[config.mk]
export PLATFORM = sky130hd
export DESIGN_NAME = fsc_host
export DESIGN_NICKNAME = d
export VERILOG_FILES = /design/src/fsc_pkg.sv /design/src/fsc_cyc_if.sv /design/src/fsc_cycle.sv /design/src/fsc_host.sv
export VERILOG_INCLUDE_DIRS = /design/src
export SDC_FILE = /design/constraint.sdc
export NUM_CORES = 1
export LEC_CHECK = 0
export ABC_AREA = 1
export BUFFER_PORTS_ARGS = -buffer_cell sky130_fd_sc_hd__buf_2
export CORE_MARGIN = 8
export CORE_UTILIZATION = 57
export DETAILED_ROUTE_END_ITERATION = 8
export PLACE_DENSITY = 0.85
export SLEW_MARGIN = 20
export SYNTH_ARGS = -nofsm -noshare
export SYNTH_HDL_FRONTEND = slang
export SYNTH_HIERARCHICAL = 1
export SYNTH_SLANG_ARGS = --single-unit
[constraint.sdc]
create_clock -name i_clk -period 2 [get_ports i_clk]
set_input_delay 0 -clock i_clk [delete_from_list [all_inputs] [get_ports i_clk]]
set_output_delay 0 -clock i_clk [all_outputs]
set_load 0.03 [all_outputs]
[src/fsc_consts.svh]
// constants of the flash command sequencer: offsets, fields, timing
`ifndef FSC_CONSTS_SVH
`define FSC_CONSTS_SVH
`define FSC_REG_CTRL 8'h00
`define FSC_REG_ADDR 8'h04
`define FSC_REG_STAT 8'h08
`define FSC_REG_DATA 8'h0c
`define FSC_CTRL_GO 31
`define FSC_CTRL_WP 8
`define FSC_CTRL_RESET 32'h0000_0000
`define FSC_STAT_BUSY 0
`define FSC_STAT_EFAIL 1
`define FSC_STAT_REFUSED 2
`define FSC_STAT_PIN 3
`define FSC_SR_READY 7
`define FSC_SR_ERASE 5
`define FSC_CLK_NS 25
`define FSC_STROBE_NS 75
`define FSC_STROBE_CYC ((`FSC_STROBE_NS + `FSC_CLK_NS - 1) / `FSC_CLK_NS)
`define FSC_GAP_CYC 1
`endif

[src/fsc_pkg.sv]
// types of the flash command sequencer
package fsc_pkg;
  typedef enum logic [5:0] {
    ST_IDLE = 6'h01,
    ST_W1 = 6'h02,
    ST_W2 = 6'h04,
    ST_RD = 6'h08,
    ST_POLL = 6'h10,
    ST_FIN = 6'h20
  } fsc_state_t;
  typedef enum logic [2:0] {
    OP_ARRAY = 3'h0,
    OP_ID = 3'h1,
    OP_STAT = 3'h2,
    OP_XSTAT = 3'h3,
    OP_CLEAR = 3'h4,
    OP_ERASE = 3'h5
  } fsc_op_t;
endpackage : fsc_pkg

[src/fsc_cyc_if.sv]
// one flash bus cycle request and its answer
`timescale 1ns/1ps
`default_nettype none
interface fsc_cyc_if #(parameter int AW = 22, parameter int DW = 16);
  logic start; // one-cycle request
  logic wr; // 1 write cycle, 0 read cycle
  logic [AW-1:0] addr; // flash address
  logic [DW-1:0] wdata; // write data
  logic done; // one-cycle end of cycle
  logic [DW-1:0] rdata; // data sampled on a read
  modport seq (output start, output wr, output addr, output wdata,
               input done, input rdata);
  modport eng (input start, input wr, input addr, input wdata,
               output done, output rdata);
endinterface : fsc_cyc_if
`default_nettype wire

[src/fsc_cycle.sv]
// strobe engine: one flash write or read cycle per request
`timescale 1ns/1ps
`default_nettype none
`include "fsc_consts.svh"
module fsc_cycle #(
  parameter int AW = 22,
  parameter int DW = 16
) (
  input wire logic i_clk, // 40 MHz clock
  input wire logic i_reset_n, // async reset, active low
  fsc_cyc_if.eng cyc, // request side
  input wire logic [DW-1:0] i_dq, // data pins in
  output logic [DW-1:0] o_dq, // data pins out
  output logic o_dq_oe_n, // low while driving data
  output logic [AW-1:0] o_addr, // address pins
  output logic o_ce_a_n, // chip select a
  output logic o_ce_b_n, // chip select b
  output logic o_oe_n, // output enable
  output logic o_we_n // write enable
);
  localparam logic [3:0] STROBE = 4'(`FSC_STROBE_CYC);
  localparam logic [3:0] GAP = 4'(`FSC_GAP_CYC);
  logic [1:0] ph_q, ph_d; // 0 idle, 1 strobe, 2 gap
  logic [3:0] cnt_q, cnt_d;
  logic wr_q, wr_d;
  logic ce_q, ce_d, oe_q, oe_d, we_q, we_d, drv_q, drv_d, done_q, done_d;
  logic [DW-1:0] dq_q, dq_d, rd_q, rd_d;
  logic [AW-1:0] addr_q, addr_d;

  // next values: both selects fall with the strobe, so the last falling edge is ours
  always_comb begin
    ph_d = ph_q;
    cnt_d = cnt_q;
    wr_d = wr_q;
    ce_d = ce_q;
    oe_d = oe_q;
    we_d = we_q;
    drv_d = drv_q;
    dq_d = dq_q;
    rd_d = rd_q;
    addr_d = addr_q;
    done_d = 1'b0;
    case (ph_q)
      2'd0: begin
        if (cyc.start) begin
          ph_d = 2'd1;
          cnt_d = STROBE;
          wr_d = cyc.wr;
          addr_d = cyc.addr;
          dq_d = cyc.wdata;
          ce_d = 1'b0;
          we_d = ~cyc.wr;
          oe_d = cyc.wr;
          drv_d = ~cyc.wr; // drive only on writes
        end
      end
      2'd1: begin
        cnt_d = cnt_q - 4'h1;
        if (cnt_q == 4'h1) begin
          ph_d = 2'd2;
          cnt_d = GAP;
          ce_d = 1'b1; // strobes rise, refreshing the status latch next time
          oe_d = 1'b1;
          we_d = 1'b1;
          if (!wr_q) begin
            rd_d = i_dq;
          end
        end
      end
      2'd2: begin
        cnt_d = cnt_q - 4'h1;
        if (cnt_q == 4'h1) begin
          ph_d = 2'd0;
          drv_d = 1'b1; // data held through the gap, then released
          done_d = 1'b1;
        end
      end
      default: begin
        ph_d = 2'd0;
      end
    endcase
  end

  // registers of the strobe engine
  always_ff @(posedge i_clk or negedge i_reset_n) begin
    if (!i_reset_n) begin
      ph_q <= 2'd0;
      cnt_q <= 4'h0;
      wr_q <= 1'b0;
      ce_q <= 1'b1;
      oe_q <= 1'b1;
      we_q <= 1'b1;
      drv_q <= 1'b1;
      dq_q <= '0;
      rd_q <= '0;
      addr_q <= '0;
      done_q <= 1'b0;
    end else begin
      ph_q <= ph_d;
      cnt_q <= cnt_d;
      wr_q <= wr_d;
      ce_q <= ce_d;
      oe_q <= oe_d;
      we_q <= we_d;
      drv_q <= drv_d;
      dq_q <= dq_d;
      rd_q <= rd_d;
      addr_q <= addr_d;
      done_q <= done_d;
    end
  end

  assign o_ce_a_n = ce_q;
  assign o_ce_b_n = ce_q;
  assign o_oe_n = oe_q;
  assign o_we_n = we_q;
  assign o_dq_oe_n = drv_q;
  assign o_dq = dq_q;
  assign o_addr = addr_q;
  assign cyc.done = done_q;
  assign cyc.rdata = rd_q;
endmodule : fsc_cycle
`default_nettype wire

[src/fsc_host.sv]
// host sequencer: apb registers in, flash command cycles out
// Operation
// - identifier command, then reads return identifier codes
// - status latched on last strobe fall; toggle
// - buffer setup command, reads give extended status
// - erase is setup write then confirm write
// - poll ready bit, toggling strobes between polls
// - check erase error, clear before corrective action
`timescale 1ns/1ps
`default_nettype none
`include "fsc_consts.svh"
module fsc_host #(
  parameter int AW = 22,
  parameter int DW = 16,
  parameter logic [7:0] CMD_ARRAY = 8'h11, // codes are settable per part
  parameter logic [7:0] CMD_ID = 8'h12,
  parameter logic [7:0] CMD_STAT = 8'h13,
  parameter logic [7:0] CMD_BUF = 8'h14,
  parameter logic [7:0] CMD_CLEAR = 8'h15,
  parameter logic [7:0] CMD_ERASE = 8'h16,
  parameter logic [7:0] CMD_CONFIRM = 8'h17
) (
  input wire logic i_clk, // 40 MHz clock
  input wire logic i_reset_n, // async reset, active low
  input wire logic i_psel, // apb select
  input wire logic i_penable, // apb access phase
  input wire logic i_pwrite, // apb direction
  input wire logic [7:0] i_paddr, // apb byte address
  input wire logic [31:0] i_pwdata, // apb write data
  output logic [31:0] o_prdata, // apb read data
  output logic o_pready, // apb ready
  output logic o_pslverr, // apb error on unmapped address
  input wire logic [DW-1:0] i_dq, // flash data in
  output logic [DW-1:0] o_dq, // flash data out
  output logic o_dq_oe_n, // low while driving data
  output logic [AW-1:0] o_addr, // flash address
  output logic o_ce_a_n, // chip select a
  output logic o_ce_b_n, // chip select b
  output logic o_oe_n, // output enable
  output logic o_we_n, // write enable
  output logic o_write_protect, // write protect pin level
  input wire logic i_status_pin // ready/busy level from the device
);
  fsc_cyc_if #(.AW(AW), .DW(DW)) cyc ();
  fsc_pkg::fsc_state_t st_q, st_d;
  fsc_pkg::fsc_op_t op_q, op_d;
  logic [31:0] ctrl_q, ctrl_d; // op and write protect level
  logic [AW-1:0] addr_q, addr_d; // target address
  logic [DW-1:0] data_q, data_d; // last data read from the flash
  logic efail_q, efail_d; // erase ended with an error
  logic refused_q, refused_d; // a request was refused
  logic start_q, start_d, wr_q, wr_d;
  logic [DW-1:0] wdata_q, wdata_d;
  logic [AW-1:0] caddr_q, caddr_d;
  logic [31:0] prdata_q, prdata_d;
  logic pready_q, pready_d, pslverr_q, pslverr_d;
  logic acc, wacc, go;

  assign acc = i_psel && i_penable && !pready_q; // first access cycle, answer computed
  // writes land only at the edge where the master sees pready high, never earlier
  assign wacc = i_psel && i_penable && pready_q && i_pwrite;
  assign go = wacc && (i_paddr == `FSC_REG_CTRL) && i_pwdata[`FSC_CTRL_GO];

  // first command word of each operation
  function automatic logic [7:0] first_cmd(input fsc_pkg::fsc_op_t op);
    case (op)
      fsc_pkg::OP_ID: first_cmd = CMD_ID;
      fsc_pkg::OP_STAT: first_cmd = CMD_STAT;
      fsc_pkg::OP_XSTAT: first_cmd = CMD_BUF;
      fsc_pkg::OP_CLEAR: first_cmd = CMD_CLEAR;
      fsc_pkg::OP_ERASE: first_cmd = CMD_ERASE;
      default: first_cmd = CMD_ARRAY;
    endcase
  endfunction : first_cmd

  // sequencer and register next values
  always_comb begin
    st_d = st_q;
    op_d = op_q;
    ctrl_d = ctrl_q;
    addr_d = addr_q;
    data_d = data_q;
    efail_d = efail_q;
    refused_d = refused_q;
    start_d = 1'b0;
    wr_d = wr_q;
    wdata_d = wdata_q;
    caddr_d = caddr_q;
    if (wacc && (i_paddr == `FSC_REG_ADDR)) begin
      addr_d = i_pwdata[AW-1:0];
    end
    if (wacc && (i_paddr == `FSC_REG_CTRL)) begin
      ctrl_d = {1'b0, i_pwdata[30:0]}; // go reads back as zero
    end
    case (st_q)
      fsc_pkg::ST_IDLE: begin
        if (go) begin
          op_d = fsc_pkg::fsc_op_t'(i_pwdata[2:0]);
          if (fsc_pkg::fsc_op_t'(i_pwdata[2:0]) == fsc_pkg::OP_ERASE && efail_q) begin
            refused_d = 1'b1; // no new erase before status is cleared
          end else begin
            refused_d = 1'b0;
            st_d = fsc_pkg::ST_W1;
            start_d = 1'b1;
            wr_d = 1'b1;
            wdata_d = DW'(first_cmd(fsc_pkg::fsc_op_t'(i_pwdata[2:0])));
            caddr_d = addr_q; // block address goes with setup
          end
        end
      end
      fsc_pkg::ST_W1: begin
        if (cyc.done) begin
          start_d = 1'b1;
          case (op_q)
            fsc_pkg::OP_CLEAR: begin
              start_d = 1'b0;
              efail_d = 1'b0; // host clears its copy with the device
              st_d = fsc_pkg::ST_IDLE;
            end
            fsc_pkg::OP_ERASE: begin
              st_d = fsc_pkg::ST_W2;
              wdata_d = DW'(CMD_CONFIRM); // confirm in the same block
            end
            default: begin
              st_d = fsc_pkg::ST_RD; // mode holds until the next command
              wr_d = 1'b0;
            end
          endcase
        end
      end
      fsc_pkg::ST_W2: begin
        if (cyc.done) begin
          st_d = fsc_pkg::ST_POLL; // device now answers with status
          start_d = 1'b1;
          wr_d = 1'b0;
        end
      end
      fsc_pkg::ST_RD: begin
        if (cyc.done) begin
          data_d = cyc.rdata;
          st_d = fsc_pkg::ST_IDLE;
        end
      end
      fsc_pkg::ST_POLL: begin
        if (cyc.done) begin
          data_d = cyc.rdata;
          if (cyc.rdata[`FSC_SR_READY]) begin
            st_d = fsc_pkg::ST_FIN; // other bits only trusted now
          end else begin
            start_d = 1'b1; // fresh read cycle re-latches status
          end
        end
      end
      fsc_pkg::ST_FIN: begin
        efail_d = data_q[`FSC_SR_ERASE];
        st_d = fsc_pkg::ST_IDLE;
      end
      default: begin
        st_d = fsc_pkg::ST_IDLE;
      end
    endcase
  end

  // apb answer: one wait state so read data leaves a flop
  always_comb begin
    pready_d = acc;
    pslverr_d = 1'b0;
    prdata_d = 32'h0000_0000;
    if (acc) begin
      case (i_paddr)
        `FSC_REG_CTRL: prdata_d = ctrl_q;
        `FSC_REG_ADDR: prdata_d = 32'(addr_q);
        `FSC_REG_STAT: begin
          prdata_d[`FSC_STAT_BUSY] = (st_q != fsc_pkg::ST_IDLE);
          prdata_d[`FSC_STAT_EFAIL] = efail_q;
          prdata_d[`FSC_STAT_REFUSED] = refused_q;
          prdata_d[`FSC_STAT_PIN] = i_status_pin;
        end
        `FSC_REG_DATA: prdata_d = 32'(data_q);
        default: pslverr_d = 1'b1;
      endcase
    end
  end

  // registers of the sequencer and bus slave
  always_ff @(posedge i_clk or negedge i_reset_n) begin
    if (!i_reset_n) begin
      st_q <= fsc_pkg::ST_IDLE;
      op_q <= fsc_pkg::OP_ARRAY;
      ctrl_q <= `FSC_CTRL_RESET;
      addr_q <= '0;
      data_q <= '0;
      efail_q <= 1'b0;
      refused_q <= 1'b0;
      start_q <= 1'b0;
      wr_q <= 1'b0;
      wdata_q <= '0;
      caddr_q <= '0;
      prdata_q <= 32'h0000_0000;
      pready_q <= 1'b0;
      pslverr_q <= 1'b0;
    end else begin
      st_q <= st_d;
      op_q <= op_d;
      ctrl_q <= ctrl_d;
      addr_q <= addr_d;
      data_q <= data_d;
      efail_q <= efail_d;
      refused_q <= refused_d;
      start_q <= start_d;
      wr_q <= wr_d;
      wdata_q <= wdata_d;
      caddr_q <= caddr_d;
      prdata_q <= prdata_d;
      pready_q <= pready_d;
      pslverr_q <= pslverr_d;
    end
  end

  assign cyc.start = start_q;
  assign cyc.wr = wr_q;
  assign cyc.wdata = wdata_q;
  assign cyc.addr = caddr_q;
  assign o_prdata = prdata_q;
  assign o_pready = pready_q;
  assign o_pslverr = pslverr_q;
  assign o_write_protect = ctrl_q[`FSC_CTRL_WP]; // high lets locked blocks erase

  fsc_cycle #(.AW(AW), .DW(DW)) u_cycle (
    .i_clk(i_clk),
    .i_reset_n(i_reset_n),
    .cyc(cyc),
    .i_dq(i_dq),
    .o_dq(o_dq),
    .o_dq_oe_n(o_dq_oe_n),
    .o_addr(o_addr),
    .o_ce_a_n(o_ce_a_n),
    .o_ce_b_n(o_ce_b_n),
    .o_oe_n(o_oe_n),
    .o_we_n(o_we_n)
  );
endmodule : fsc_host
`default_nettype wire

==> reports/results.ini, run 1 <==
[run_status]
status = completed

[routing]
drt_iter0_drc = 324
vias = 6498
detail_route.wl_per_cell_um = 16.5
viasPerCell = 5.23
dr.pass1.iters = 5
drc_errors = 0
ant_nets = 0
wl_um = 20500

[synthesis]
synthCells = 829
synthDistinctLibCells = 35
mappedNetlistArea_mm2 = 0.00880
synth_area_per_cell_um2 = 10.6
synth_seq_cells = 207
synth_top_family_by_area = simple AND/OR/NAND/NOR gates
seq_area_frac_synth_pct = 58.9
synthMuxAreaShare_pct = 10.7
synth_xor_area_share_pct = 0
yosys_warnings = 6
synth-compound-area-share_pct = 6.89
synth_fa_ha_area_share_pct = 1.14
synth-simple-area-share_pct = 16.6

[flow_run]
maxCapViolCount = 0

[timing]
worst_slack_ps = 174
fin_crit_ps = 1830
setup_viol = 0
fmax_mhz = 548
slew_violations = 0
rsz0062_at_grt = false
holdWs_ps = 37.1
setup-tns-final_ps = 0
fin_skew_ps = 9.03
relSlewSlack_pct = 65.8
hold_viol_final = 0
worstMarginPinSlew_ps = 510
fin_crit_sh_pct = 91.3

[worst_setup_path]
crit_fanout = 13
cp-start-kind = input port
worst_setup_path_end_kind = flop
max_stage_delay_ps = 600
cpLargestDelayFamily = buffers and inverters
rrSetupSlack_ps = 290
crit_chain = dlygate4sd3_1, buf_2, nand2_1, dlygate4sd3_1, nor2_1, inv_1, nor2_1, buf_4, inv_1, a21oi_1
cpMaxStageDelayCell = dlygate4sd3_1
crit_type = in2reg
reg2reg_depth = 7
crit_buf_inv = 6
rr_endpoint = cyc.wdata[2]$_DFFE_PN0P_
cp.required_ps = 2400
timing.rr.start = st_q[5]$_DFFE_PN0P_
worstPathArrival_ps = 2230

[power]
internal-power_w = 0.00774
power_frac_comb_pct = 17.5
p_leak_nw = 5.92
clkPwrFrac_pct = 37.7
p_sw_w = 0.00301
power_frac_seq_pct = 44.9
vdd_drop_max_uv = 750
powerDensity_mw_per_mm2 = 980
p_sw_share_pct = 28.0

[grt]
grt_max_degree = 62
antenna_found_initial = 1
grt_use_met1_pct = 24.7
grtUsageTotal_pct = 21.0
grt.met3_usage_pct = 5.81
grt_pass1_wl_um = 33600
grt_pass1_vias = 6630
grt-busiest-layer = met2
overflow = 0
use_met2_pct = 36.8

[die]
initial_core_util_pct = 58.1
io_pins = 140
coreArea_mm2 = 0.0151
die_area_mm2 = 0.0197
die_x_um = 140
rows = 45
die_y_um = 140

[placement]
hpwl_um = 13900
io_buffer_count = 138
post-place-ws_ps = 216
routabilityCongestion = 0.899

[min_path]
min_path_type = in2reg
hold_end = o_pslverr$_DFF_PN0_
whs_path_depth = 5
hold_start = i_paddr[2]

[clocking]
cts_made_buffers = 21
clk_pin_slew_ps = 60
clock_path_buffers = 3
clockRootBuffer = clkbuf_16
cts_tree = yes
clock_latency_ps = 490
post_cts_buffers = 0
cts_sinks = 207
cts_htree_levels = 1

[cells_and_area]
diodes = 0
final_nets = 1110
syn2layout_area_growth_pct = 24.7
drive_gt1_share_pct = 30.3

how the worst max path moves through the flow:
| stage | endpoint | from | cells after the start |
|---|---|---|---|
| final | o_prdata[21]$_DFF_PN0_ | i_psel | 10 |
| after global routing | o_prdata[21]$_DFF_PN0_ | i_psel | 10 |
| after CTS | caddr_q[10]$_DFFE_PN0P_ | o_pready$_DFF_PN0_ | 8 |
| after detailed placement | caddr_q[13]$_DFFE_PN0P_ | o_pready$_DFF_PN0_ | 8 |
| after global placement | caddr_q[6]$_DFFE_PN0P_ | o_pready$_DFF_PN0_ | 8 |
| after floorplan | caddr_q[14]$_DFFE_PN0P_ | o_pready$_DFF_PN0_ | 8 |
cell usage after synthesis (all sizes together):
master    n  area (µm²)
a21boi    2        15.0
o21bai    1        7.51
nor3      6        40.0
nor2     72         320
o211ai   12        90.1
inv      73         274
nand3b    1        7.51
clkbuf    2        7.51
buf      28         210
ha        8         100
a21oi    30         150
dfstp     5         131
o21a      1        7.51
nand2   187         739
mux2     81         942
o21ai    50         337
dfrtp   202        5050
clkinv    3        11.3
nand3    50         268
conb      1        3.75
nand4    14        87.6
layout make-up:
class                      count  area (µm²)
clock buffer                  31         613
clock inverter                 6         105
fill                        1034        4170
inverter                      76         285
multi-input combinational    528        3170
sequential                   207        5190
tap                          188         235
timing repair buffer         206        1390
power groups by stage:
stage | sequential (W) | clock (W) | combinational [W]
finish | 0.00483 | 0.00405 | 0.00188
global route | 0.00487 | 0.00428 | 0.00211
CTS | 0.00482 | 0.00411 | 0.00189
detailed placement | 0.00489 | 0 | 0.00180
global placement | 0.00487 | 0 | 0.00174
floorplan | 0.00500 | 0 | 0.00117
flip-flops by register name (all words and copies together), names as in the netlist, 2 cells and up:
signal             cells
u_cycle/o_dq          16
u_cycle/o_addr        22
addr_q                22
u_cycle/cnt_q          4
o_prdata              31
cyc.wdata              4
u_cycle/ph_q           2
data_q                16
st_q                   6
op_q                   3
caddr_q               22
ctrl_q                31
u_cycle/cyc.rdata     16
layout by cell type (no fill, tap or decap):
cell / synthesis / final
dfrtp_1: 202 / 202
nand2_1: 178 / 177
buf_2: 15 / 137
mux2_2: 73 / 73
inv_1: 71 / 71
nor2_1: 65 / 64
dlygate4sd3_1: 0 / 52
nand3_1: 48 / 48
a21oi_1: 30 / 30
o21ai_0: 24 / 24
o21ai_2: 23 / 23
clkbuf_16: 0 / 21
nand4_1: 14 / 14
conb_1: 1 / 13
o211ai_1: 12 / 12
buf_4: 3 / 12
mux2_4: 8 / 8
ha_1: 8 / 8
nand2_2: 6 / 7
clkbuf_8: 0 / 6
nor2_2: 4 / 5
clkbuf_1: 2 / 5
dfstp_2: 5 / 5
nor3_1: 4 / 4
buf_12: 0 / 4
clkinv_1: 3 / 3
nand2_4: 3 / 3
o21ai_1: 3 / 3
clkinv_2: 0 / 3
bufinv_16: 0 / 3
nor2_8: 2 / 2
inv_2: 2 / 2
nor3_2: 2 / 2
a21boi_0: 2 / 2
nand3_2: 1 / 1
nor2_4: 1 / 1
nand3_4: 1 / 1
o21a_1: 1 / 1
o21bai_1: 1 / 1
nand3b_1: 1 / 1
stage by stage:
stage / std cells / power (W) / area, µm² / utilization, %
after floorplan: 841 / 0.00617 / 8850 / -
after global placement: 1153 / 0.00662 / 9740 / 64.3
after detailed placement: 1153 / 0.00669 / 9740 / 64.3
after CTS: 1242 / 0.0108 / 11000 / 72.5
after global routing: 1242 / 0.0113 / 11000 / 72.5
final: 1242 / 0.0108 / 11000 / 72.5
cell families after synthesis:
| logic type | count (synthesis) |
|---|---|
| AO/OA/AOI/OAI | 96 |
| adder cells (fa/ha/maj) | 8 |
| buffers and inverters | 106 |
| flip-flops | 207 |
| multiplexers | 81 |
| other | 1 |
| AND/OR/NAND/NOR | 330 |
tightest hold or removal path, stage by stage:
cell and delay (ps):
buf_2 110, nor3_1 80, nand2_1 100, nand2_1 80, nor2_1 90
per-layer routing:
metal	part of all wire, %	vias to the layer above	wire length [µm]
li1	-	3117	-
met1	40	3129	8230
met2	50	217	10300
met3	7.9	33	1620
met4	2.0	2	411
met5	0.049	-	10
what timing repair did:
| action | CTS | global route |
|---|---|---|
| hold buffers | 52 | 0 |
| endpoints found under the hold margin | 278 | 0 |
| endpoints found under the setup margin | 0 | 1 |
| resized for setup | 0 | 1 |
Note: power is estimated with default switching activity, not from simulation.
==> run 2: changes to the inputs <==
CELL_PAD_IN_SITES_DETAIL_PLACEMENT = 1   (was default)
CELL_PAD_IN_SITES_GLOBAL_PLACEMENT = 1   (was default)
CORE_UTILIZATION = 29   (was 57)
PLACE_DENSITY = 0.61   (was 0.85)
==> run 2 against run 1 <==
Combinational power increased by 3%. Critical path type unchanged. Largest cell class unchanged. Sequential power barely moved. Total power rose by 3.5%.
==> reports/results.ini, run 2 (synthesis results as in run 1) <==
[run_status]
status = completed

[cells_and_area]
diodes = 0
final_cell_mix = 202 x dfrtp_1, 177 x nand2_1, 137 x buf_2, 73 x mux2_2, 71 x inv_1
post-route-util_pct = 37.6
final_nets = 1121
syn2layout_area_growth_pct = 29.2
multi_input_area_mm2 = 0.00316
nFillCells = 3428
register_area_mm2 = 0.00519
drive_gt1_share_pct = 30.7
final_common_cell = dfrtp_1

[die]
initial_core_util_pct = 29.1
die_x_um = 190
rows = 64
die_y_um = 190
die_area_mm2 = 0.0362
coreArea_mm2 = 0.0303
io_pins = 140

[placement]
routabilityCongestion = 0.795
io_buffer_count = 138
hpwl_um = 16900

[timing]
rsz0062_at_grt = false
fin_skew_ps = 14.7
fin_crit_sh_pct = 90.9
setup_viol = 0
relSlewSlack_pct = 66.8
fin_crit_ps = 1820
hold_viol_final = 0
fmax_mhz = 550
worstMarginPinSlew_ps = 493
slew_violations = 0
setup-tns-final_ps = 0

[clocking]
clockRootBuffer = clkbuf_16
cts_tree = yes
cts_made_buffers = 26
clk_pin_slew_ps = 50
cts_sinks = 207
clock_path_buffers = 3
cts_htree_levels = 1
post_cts_buffers = 0
clock_latency_ps = 530

[worst_setup_path]
rrSetupSlack_ps = 240
crit_fanout = 13
timing.rr.start = st_q[0]$_DFFE_PN1P_
max_stage_delay_ps = 610
cpMaxStageDelayCell = dlygate4sd3_1
cpLargestDelayFamily = buffers and inverters
cp.required_ps = 2440
cp-start-kind = input port
worstPathArrival_ps = 2260
crit_chain = dlygate4sd3_1, buf_2, nand2_1, dlygate4sd3_1, nor2_1, inv_1, nor2_1, buf_4, inv_1, a21oi_1
worst_setup_path_end_kind = flop
reg2reg_depth = 7
rr_endpoint = st_q[4]$_DFFE_PN0P_
crit_buf_inv = 6
crit_type = in2reg

[power]
vdd_drop_max_uv = 587
p_leak_nw = 5.99
internal-power_w = 0.00788
power_frac_comb_pct = 17.4
p_sw_w = 0.00325
power_frac_seq_pct = 43.3
p_sw_share_pct = 29.2
powerDensity_mw_per_mm2 = 979
clkPwrFrac_pct = 39.3

[routing]
vias = 6457
detail_route.wl_per_cell_um = 16.3
dr.pass1.iters = 4
drc_errors = 0
wl_um = 23800
ant_nets = 0
drt_iter0_drc = 255
viasPerCell = 4.41

[grt]
antenna_found_initial = 1
grt_max_degree = 64
overflow = 0
grt_pass1_wl_um = 39200
grtUsageTotal_pct = 13.4
grt_pass1_vias = 7054

[flow_run]
maxCapViolCount = 0

[min_path]
hold_end = o_prdata[30]$_DFF_PN0_
hold_start = i_paddr[0]
whs_path_depth = 6
min_path_type = in2reg

==> run 2: area by class of cell <==
type                    count  share of cell area (%)
clock buffers              41                    6.74
clock inverters             5                   0.352
inverters                  76                    2.51
multi-input cells         528                    27.8
flip-flops and latches    207                    45.6
well taps                 396                    4.36
repair buffers            212                    12.6
==> run 2: timing repair <==
| item | CTS | global route |
|---|---|---|
| hold buffers | 54 | 0 |
| endpoints found under the hold margin | 282 | 0 |
| gates resized for setup | 0 | 0 |
==> run 2: worst max-delay path by stage <==
stage          slack [ps]  cells after the start                start                        to
2_1_floorplan         400                      8   o_pready$_DFF_PN0_   caddr_q[14]$_DFFE_PN0P_
3_3_place_gp          340                      7  st_q[0]$_DFFE_PN1P_       st_q[4]$_DFFE_PN0P_
3_5_place_dp          290                      7  st_q[5]$_DFFE_PN0P_  cyc.wdata[1]$_DFFE_PN0P_
4_1_cts               220                     10            i_penable    o_prdata[18]$_DFF_PN0_
5_1_grt                80                     10            i_penable    o_prdata[18]$_DFF_PN0_
6_report              180                     10            i_penable    o_prdata[18]$_DFF_PN0_
==> run 2: through the flow <==
step / power, W / hold slack, ps / worst slack, ps / std cells / instance area [µm²]
final: 0.0111 / 33.6 / 181 / 1465 / 11400
after floorplan: 0.00617 / -296 / 405 / 841 / 8850
after CTS: 0.0113 / 17.5 / 220 / 1465 / 11400
after detailed placement: 0.00679 / -47.7 / 293 / 1365 / 10000
after global placement: 0.00673 / -45.8 / 343 / 1365 / 10000
after global routing: 0.0118 / 55.9 / 83.8 / 1465 / 11400
==> run 2: routing by layer <==
layer  up-vias  share of wire [%]  GRT usage [%]
li1       3136                  -              -
met1      3170                 45           17.3
met2       115                 48           22.6
met3        34                4.9           2.91
met4         2                1.6           3.19
met5         -              0.055              0
==> run 2: worst register-to-register path, cell delays in order, from the launching register on <==
cell and delay, ps:
dfstp_2 550, nor2_2 70, nand3_1 160, inv_1 100, o21ai_0 430, nand3_1 190
nand2_1 100, nand2_1 50
==> run 2: power groups by stage <==
stage / Sequential [W] / Clock, W / Combinational, W
global placement: 0.00489 / 0 / 0.00185
global route: 0.00488 / 0.00472 / 0.00222
finish: 0.00482 / 0.00438 / 0.00193
CTS: 0.00483 / 0.00454 / 0.00198
floorplan: 0.00500 / 0 / 0.00117
detailed placement: 0.00491 / 0 / 0.00188
